File: src/design/interval_rtc_consts.vh
// Constants for the periodic interval clock block
`ifndef INTERVAL_RTC_CONSTS_VH
`define INTERVAL_RTC_CONSTS_VH
// ****************************************
// Register indices; byte address is four times the index
// ****************************************
`define IDX_GATE 12'h0f76
`define IDX_CTRL 12'h0fc8
`define IDX_IRQ_STATUS 12'h0f80
`define IDX_IRQ_CLEAR 12'h0f84
`define IDX_IRQ_ENABLE 12'h0f88
`define ADDR_GATE {`IDX_GATE, 2'b00}
`define ADDR_CTRL {`IDX_CTRL, 2'b00}
`define ADDR_IRQ_STATUS {`IDX_IRQ_STATUS, 2'b00}
`define ADDR_IRQ_CLEAR {`IDX_IRQ_CLEAR, 2'b00}
`define ADDR_IRQ_ENABLE {`IDX_IRQ_ENABLE, 2'b00}
// ****************************************
// Field positions and reset values
// ****************************************
`define GATE_EN_BIT 5
`define CTRL_RUN_BIT 0
`define CTRL_SEL_LSB 1
`define CTRL_SEL_MSB 3
`define GATE_RESET 8'h00
`define CTRL_RESET 8'h00
`define CNT_WIDTH 15
`define SEL_BASE_EXP 15
`endif

File: src/design/level_sync3.v
// Three-stage synchroniser with agreement check
`default_nettype none
module level_sync3
(
   input wire ref_clk,
   input wire rst_n,
   input wire async_in,
   output reg sync_out
);
   reg stage1;
   reg stage2;
   reg stage3;
   always @(posedge ref_clk or negedge rst_n)
   begin
      if (!rst_n)
      begin
         stage1 <= 1'b0;
         stage2 <= 1'b0;
         stage3 <= 1'b0;
         sync_out <= 1'b0;
      end
      else
      begin
         stage1 <= async_in;
         stage2 <= stage1;
         stage3 <= stage2;
         // Change accepted only once two later stages agree
         if (stage2 == stage3)
         begin
            sync_out <= stage3;
         end
      end
   end
endmodule
`default_nettype wire

File: src/design/interval_rtc.v
// Periodic interval interrupt generator with APB registers
// ****************************************
// ****************************************
//
// Implementation choice: the APB slave port.
`include "interval_rtc_consts.vh"
`default_nettype none
module interval_rtc
(
   input wire ref_clk,
   input wire rst_n,
   input wire psel,
   input wire penable,
   input wire pwrite,
   input wire [13:0] paddr,
   input wire [31:0] pwdata,
   output reg [31:0] prdata,
   output wire pready,
   output wire pslverr,
   input wire low_freq_clk,
   input wire low_freq_osc_enable,
   input wire stop_mode,
   input wire deep_sleep_zero,
   output reg interval_irq,
   output wire irq
);
   // ****************************************
   // Register state
   // ****************************************
   reg [7:0] power_gate_register;
   reg run_bit;
   reg [2:0] interval_select;
   reg [`CNT_WIDTH-1:0] counter;
   reg lf_prev;
   reg irq_status;
   reg irq_enable;
   wire lf_sync;
   wire osc_sync;
   wire stop_sync;
   wire sleep_sync;
   wire clock_gate_enable;
   wire wr_access;
   wire lf_rise;
   wire sel_gate;
   wire sel_ctrl;
   wire sel_status;
   wire sel_clear;
   wire sel_enable;
   wire setup_rd;
   wire [`CNT_WIDTH-1:0] sel_mask;
   // Next-state values
   reg [31:0] next_prdata;
   reg [7:0] next_power_gate_register;
   reg next_run_bit;
   reg [2:0] next_interval_select;
   reg [`CNT_WIDTH-1:0] next_count;
   reg next_pulse;
   reg next_irq_status;
   reg next_irq_enable;
   wire force_stop;
   wire [`CNT_WIDTH-1:0] next_counter;
   wire period_done;

   assign clock_gate_enable = power_gate_register[`GATE_EN_BIT];
   assign wr_access = psel & penable & pwrite;
   // Single-cycle access; no wait states needed
   assign pready = 1'b1;
   // Unmapped or refused writes raise no error
   assign pslverr = 1'b0;

   // ****************************************
   // Input synchronisers
   // ****************************************
   // Pins cross into ref_clk through four flops
   level_sync3 u_sync_lf
   (
      .ref_clk(ref_clk),
      .rst_n(rst_n),
      .async_in(low_freq_clk),
      .sync_out(lf_sync)
   );

   level_sync3 u_sync_osc
   (
      .ref_clk(ref_clk),
      .rst_n(rst_n),
      .async_in(low_freq_osc_enable),
      .sync_out(osc_sync)
   );

   level_sync3 u_sync_stop
   (
      .ref_clk(ref_clk),
      .rst_n(rst_n),
      .async_in(stop_mode),
      .sync_out(stop_sync)
   );

   level_sync3 u_sync_sleep
   (
      .ref_clk(ref_clk),
      .rst_n(rst_n),
      .async_in(deep_sleep_zero),
      .sync_out(sleep_sync)
   );

   // Word match shared by read and write paths
   function hit;
      input [13:0] addr;
      input [11:0] index;
      begin
         hit = (addr[13:2] == index);
      end
   endfunction

   // ****************************************
   // Register decode
   // ****************************************
   assign sel_gate = hit(paddr, `IDX_GATE);
   assign sel_ctrl = hit(paddr, `IDX_CTRL);
   assign sel_status = hit(paddr, `IDX_IRQ_STATUS);
   assign sel_clear = hit(paddr, `IDX_IRQ_CLEAR);
   assign sel_enable = hit(paddr, `IDX_IRQ_ENABLE);
   // Read data is captured in the setup cycle
   assign setup_rd = psel & ~penable & ~pwrite;

   // ****************************************
   // Period mask
   // ****************************************
   // Bit i counts toward the period while i < 15 - select
   genvar i;
   generate
      for (i = 0; i < `CNT_WIDTH; i = i + 1)
      begin : g_mask
         assign sel_mask[i] = (i + interval_select < `SEL_BASE_EXP);
      end
   endgenerate

   assign force_stop = ~osc_sync | stop_sync | sleep_sync;
   // Edge detector idles low like the pin after reset
   // Gated base clock
   assign lf_rise = lf_sync & ~lf_prev & clock_gate_enable;
   assign next_counter = counter + {{(`CNT_WIDTH-1){1'b0}}, 1'b1};
   assign period_done =
      ((next_counter & sel_mask) == {`CNT_WIDTH{1'b0}});

   // ****************************************
   // Gate register
   // ****************************************
   // All bits stored; only the gate bit acts here
   always @*
   begin
      next_power_gate_register = power_gate_register;
      if (wr_access && sel_gate)
      begin
         next_power_gate_register = pwdata[7:0];
      end
   end

   always @(posedge ref_clk or negedge rst_n)
   begin
      if (!rst_n)
      begin
         power_gate_register <= `GATE_RESET;
      end
      else
      begin
         power_gate_register <= next_power_gate_register;
      end
   end

   // ****************************************
   // Control register
   // ****************************************
   // Next control state; a forced halt beats a same-cycle write
   always @*
   begin
      next_run_bit = run_bit;
      next_interval_select = interval_select;
      if (force_stop)
      begin
         next_run_bit = 1'b0;
      end
      // Control writes are dropped while the gate bit is clear
      else if (wr_access && sel_ctrl && clock_gate_enable)
      begin
         next_run_bit = pwdata[`CTRL_RUN_BIT];
         if (!run_bit && pwdata[`CTRL_RUN_BIT])
         begin
            next_interval_select = pwdata[`CTRL_SEL_MSB:`CTRL_SEL_LSB];
         end
      end
   end

   always @(posedge ref_clk or negedge rst_n)
   begin
      if (!rst_n)
      begin
         run_bit <= 1'b0;
         interval_select <= 3'h0;
      end
      else
      begin
         run_bit <= next_run_bit;
         interval_select <= next_interval_select;
      end
   end

   // ****************************************
   // Binary counter and interrupt pulse
   // ****************************************
   // Next count and pulse; the count runs on past each rollover
   always @*
   begin
      next_count = counter;
      next_pulse = 1'b0;
      if (!run_bit)
      begin
         next_count = {`CNT_WIDTH{1'b0}};
      end
      else if (lf_rise)
      begin
         next_count = next_counter;
         next_pulse = period_done;
      end
   end

   always @(posedge ref_clk or negedge rst_n)
   begin
      if (!rst_n)
      begin
         lf_prev <= 1'b0;
         counter <= {`CNT_WIDTH{1'b0}};
         interval_irq <= 1'b0;
      end
      else
      begin
         lf_prev <= lf_sync;
         counter <= next_count;
         interval_irq <= next_pulse;
      end
   end

   // ****************************************
   // Interrupt status, clear and enable
   // ****************************************
   // Set beats a clear in the same cycle
   always @*
   begin
      next_irq_status = irq_status;
      next_irq_enable = irq_enable;
      if (interval_irq)
      begin
         next_irq_status = 1'b1;
      end
      else if (wr_access && sel_clear && pwdata[0])
      begin
         next_irq_status = 1'b0;
      end
      if (wr_access && sel_enable)
      begin
         next_irq_enable = pwdata[0];
      end
   end

   always @(posedge ref_clk or negedge rst_n)
   begin
      if (!rst_n)
      begin
         irq_status <= 1'b0;
         irq_enable <= 1'b0;
      end
      else
      begin
         irq_status <= next_irq_status;
         irq_enable <= next_irq_enable;
      end
   end

   assign irq = irq_status & irq_enable;

   // ****************************************
   // Read data
   // ****************************************
   // Read mux; unmapped words read as zero
   // Clear register is write-only and reads zero
   always @*
   begin
      next_prdata = 32'h0000_0000;
      if (sel_gate)
      begin
         next_prdata = {24'h00_0000, power_gate_register};
      end
      else if (sel_ctrl)
      begin
         next_prdata = {28'h000_0000, interval_select, run_bit};
      end
      else if (sel_status)
      begin
         next_prdata = {31'h0000_0000, irq_status};
      end
      else if (sel_enable)
      begin
         next_prdata = {31'h0000_0000, irq_enable};
      end
   end

   // Loaded in setup so data stands through the access cycle
   always @(posedge ref_clk or negedge rst_n)
   begin
      if (!rst_n)
      begin
         prdata <= 32'h0000_0000;
      end
      else if (setup_rd)
      begin
         prdata <= next_prdata;
      end
   end
endmodule
`default_nettype wire

File: config.mk
export PLATFORM = sky130hd
export DESIGN_NAME = interval_rtc
export DESIGN_NICKNAME = d
export VERILOG_FILES = /design/src/design/level_sync3.v /design/src/design/interval_rtc.v
export VERILOG_INCLUDE_DIRS = /design/src /design/src/design
export SDC_FILE = /design/constraint.sdc
export NUM_CORES = 1
export LEC_CHECK = 0
export ABC_AREA = 0
export BUFFER_PORTS_ARGS = -buffer_cell sky130_fd_sc_hd__clkbuf_2
export CORE_UTILIZATION = 30
export CTS_BUF_LIST = sky130_fd_sc_hd__clkbuf_4 sky130_fd_sc_hd__clkbuf_8
export DETAILED_ROUTE_END_ITERATION = 7
export PLACE_DENSITY_LB_ADDON = 0.08
export SLEW_MARGIN = 20
export SYNTH_ARGS = -nofsm -noshare
export SYNTH_HDL_FRONTEND = slang
export SYNTH_SLANG_ARGS = --single-unit
File: constraint.sdc
create_clock -name ref_clk -period 2.6 [get_ports ref_clk]
set_input_delay 0.26 -clock ref_clk [delete_from_list [all_inputs] [get_ports ref_clk]]
set_output_delay 0.26 -clock ref_clk [all_outputs]
set_load 0.005 [all_outputs]
==> impl_metrics.csv <==
group,metric,value,unit
cts,tritoncts,"yes",
floorplan,die_h,102.2,µm
cts,hold_bufs_inserted_after_cts,1,
floorplan,die_area,10440,µm²
timing,rsz_0062_raised_after_global_routing,"false",
synthesis,number_of_flops_mapped_to_enable_cells_by_yosys,0,
global_route,grt_max_degree,38,
global_route,globalRouteTotalUtil,0.1314,
global_route,grt_first_pass_wirelength,10640,µm
floorplan,ios,91,
synthesis,synth_ff_type,"sky130_fd_sc_hd__dfrtp_1",
floorplan,placeableCoreArea,9729,µm²
final_layout,final_net_count,395,
timing,timing.final.hold_violations,0,
final_layout,final.fill_count,1035,
timing,fmaxAchievable,442.9,MHz
synthesis,postSynthRegisterBits,55,
timing,totalNegativeSetupSlack,0,ns
setup_path,startpoint_type,"flip-flop",
global_route,vias_in_the_first_global_route,2137,
placement,hpwl_dp,4499,µm
cts,root_buffer,"sky130_fd_sc_hd__clkbuf_8",
timing,worstMarginPinSlew,0.5827,ns
routing,wl_per_cell,12.80,µm
placement,gp_congestion,0.7318,
cts,cts_buffers,5,
hold_path,worst_hold_path_type,"input port to flip-flop",
power,leakagePower,1.568,nW
cts,clock_tree.buffer_depth,2,
synthesis,syn-mean-instance-area,10.42,µm²
synthesis,yosys_warnings,0,
routing,drc,0,
cts,worst_setup_hold_path_clk_slew,0.11,ns
flow_run,drv.max_cap_violation_count,0,
floorplan,row_count,36,
final_layout,seqCellArea,1376,µm²
setup_path,worst_setup_path_startpoint,"interval_select[0]$_DFFE_PN0P_",
synthesis,cell_area_after_synthesis,3012,µm²
routing,detailedRoute.firstPassIterationCount,4,
global_route,antenna_found_initial,0,
global_route,grt_total_ovfl,0,
routing,drt-total-wl,5913,µm
placement,placedCellCount,453,
cts,cts_sinks,55,
setup_path,worst_r2r_startpoint,"interval_select[0]$_DFFE_PN0P_",
setup_path,critical_path_arrival,2.45,ns
timing,final-setup-viol-count,0,
cts,number_of_buffers_inserted_by_post_cts_setup_repair,0,
floorplan,start_util,0.3095,
setup_path,crit_end,"interval_irq$_DFF_PN0_",
floorplan,die_w,102.2,µm
timing,finClkSkew,0.006120,ns
routing,wirelength_met1,3010,µm
timing,drv_slew,0,
setup_path,worst_setup_path_end_kind,"flip-flop",
setup_path,worst_r2r_path_depth,8,
routing,via_count,2126,
timing,period_share,0.8683,
routing,met3WireLength,147,µm
cts,clk-insertion-delay-late,0.31,ns
final_layout,multi_input_area,1444,µm²
setup_path,critPathRequiredTime,2.79,ns
timing,post-route-min-period,2.258,ns
outcome,status,"completed",
setup_path,worstPathMaxFanout,5,
synthesis,syn-instance-count,289,
timing,slew-limit-headroom,0.6111,
power,power.density,445.2,nW/µm²
final_layout,layout-drive-gt1-share,0.2280,
final_layout,antenna-diode-count,0,
synthesis,synth_async_sr_flop_share,1.000,
final_layout,post_layout_nonfiller_instances,462,
routing,dr_wl_met2,2714,µm
final_layout,final_cell_mix,"sky130_fd_sc_hd__dfrtp_1, sky130_fd_sc_hd__clkbuf_2, sky130_fd_sc_hd__nor2_1, sky130_fd_sc_hd__conb_1, sky130_fd_sc_hd__nand2_1",
setup_path,rr_endpoint,"interval_irq$_DFF_PN0_",
synthesis,synth_seq_area_share,0.4570,
setup_path,crit_type,"flip-flop to flip-flop",
cts,ctsResizeCount,0,
routing,drt_iter0_drc,84,
synthesis,netlist-cell-type-count,51,
routing,maxUsedRoutingLayer,"met4",
routing,via_per_inst,4.602,
routing,antenna_left,0,
setup_path,setup.reg_to_reg.worst_slack,0.34,ns
cts,htree_num_levels,2,
final_layout,syn2layout_area_growth,11.96,%
placement,portBuffers,38,
final_layout,final_common_cell,"sky130_fd_sc_hd__dfrtp_1",
power,vdd.ir_drop.worst,0.0001890,V
-- synthesized netlist by cell type, drive strengths merged, types with 4 or more instances --
cell type	instances	area (µm²)
nand4	13	81.33
nand3	13	65.06
mux2	13	157.7
clkbuf	8	30.03
xor2	8	70.07
buf	31	229.0
a21o	5	37.54
inv	6	22.52
nor3	6	35.03
and2	4	25.02
nor2	26	97.59
dfrtp	55	1376
a21oi	6	30.03
and3	6	43.79
xnor2	13	113.9
nand2	19	71.32
and4	4	35.03
ha	12	150.1
maj3	4	40.04
-- cell type report --
class,count,share of cell area
inverters,6,0.006679
clock inverters,2,0.005937
well taps,133,0.04935
clock buffers,6,0.02449
multi-input cells,213,0.4282
flip-flops and latches,55,0.4082
repair buffers,47,0.07718
-- worst max-delay path, stage by stage, from the launching register on --
cell	delay, ns
sky130_fd_sc_hd__dfrtp_1	0.44
sky130_fd_sc_hd__inv_1	0.10
sky130_fd_sc_hd__ha_1	0.18
sky130_fd_sc_hd__inv_1	0.06
sky130_fd_sc_hd__ha_1	0.30
sky130_fd_sc_hd__a311oi_1	0.11
sky130_fd_sc_hd__a2111oi_2	0.39
sky130_fd_sc_hd__o311ai_0	0.19
sky130_fd_sc_hd__nor4_1	0.37
-- per-stage QoR --
stage	utilization	area (µm²)	setup WS [ns]	total power [mW]	hold slack, ns
after floorplan	-	3102	0.5319	0.9678	-0.03559
after global placement	0.3350	3259	0.3314	0.9957	0.2618
after detailed placement	0.3350	3259	0.3509	0.9982	0.2631
after CTS	0.3466	3372	0.3020	1.542	0.03237
after global routing	0.3466	3372	0.07857	1.592	0.01848
final	0.3466	3372	0.3424	1.501	0.04896
-- sequential cells by signal (all words and copies together), names as in the netlist, 3 cells and up --
signal and flops:
power_gate_register 8, counter 15, interval_select 3, prdata 8
-- power breakdown --
part           total, mW  switching [mW]  internal, mW
Sequential         0.891          0.0115         0.879
Combinational     0.0874          0.0521        0.0353
Clock              0.523           0.298         0.225
Total               1.50           0.361          1.14
-- metal layers --
metal,GRT usage,up-vias
met1,0.1860,1040
met5,0,-
met3,0.02257,2
met2,0.2081,44
li1,-,1040
met4,0.03297,0
-- worst min path at each step --
| stage | start | to | slack [ns] | cells past startpoint |
|---|---|---|---|---|
| global route | low_freq_osc_enable | u_sync_osc.stage1$_DFF_PN0_ | 0.02 | 1 |
| finish | low_freq_clk | u_sync_lf.stage1$_DFF_PN0_ | 0.05 | 1 |
| global placement | rst_n | counter[9]$_DFFE_PN0P_ | 0.26 | 1 |
| CTS | low_freq_clk | u_sync_lf.stage1$_DFF_PN0_ | 0.03 | 1 |
| detailed placement | rst_n | counter[9]$_DFFE_PN0P_ | 0.26 | 1 |
| floorplan | rst_n | counter[0]$_DFFE_PN0P_ | -0.04 | 0 |
-- logic make-up after synthesis --
group                      count (synthesis)  share of synthesized area
buffers and inverters                     45                    0.09347
DFF                                       55                     0.4570
muxes                                     13                    0.05235
adders and majority gates                 16                    0.06315
AOI/OAI and AO/OA                         32                    0.07853
and+or+nand+nor                          105                     0.1919
other                                      2                   0.002494
xor gates and xnor gates                  21                    0.06107
Note: power is estimated with default switching activity, not from simulation.
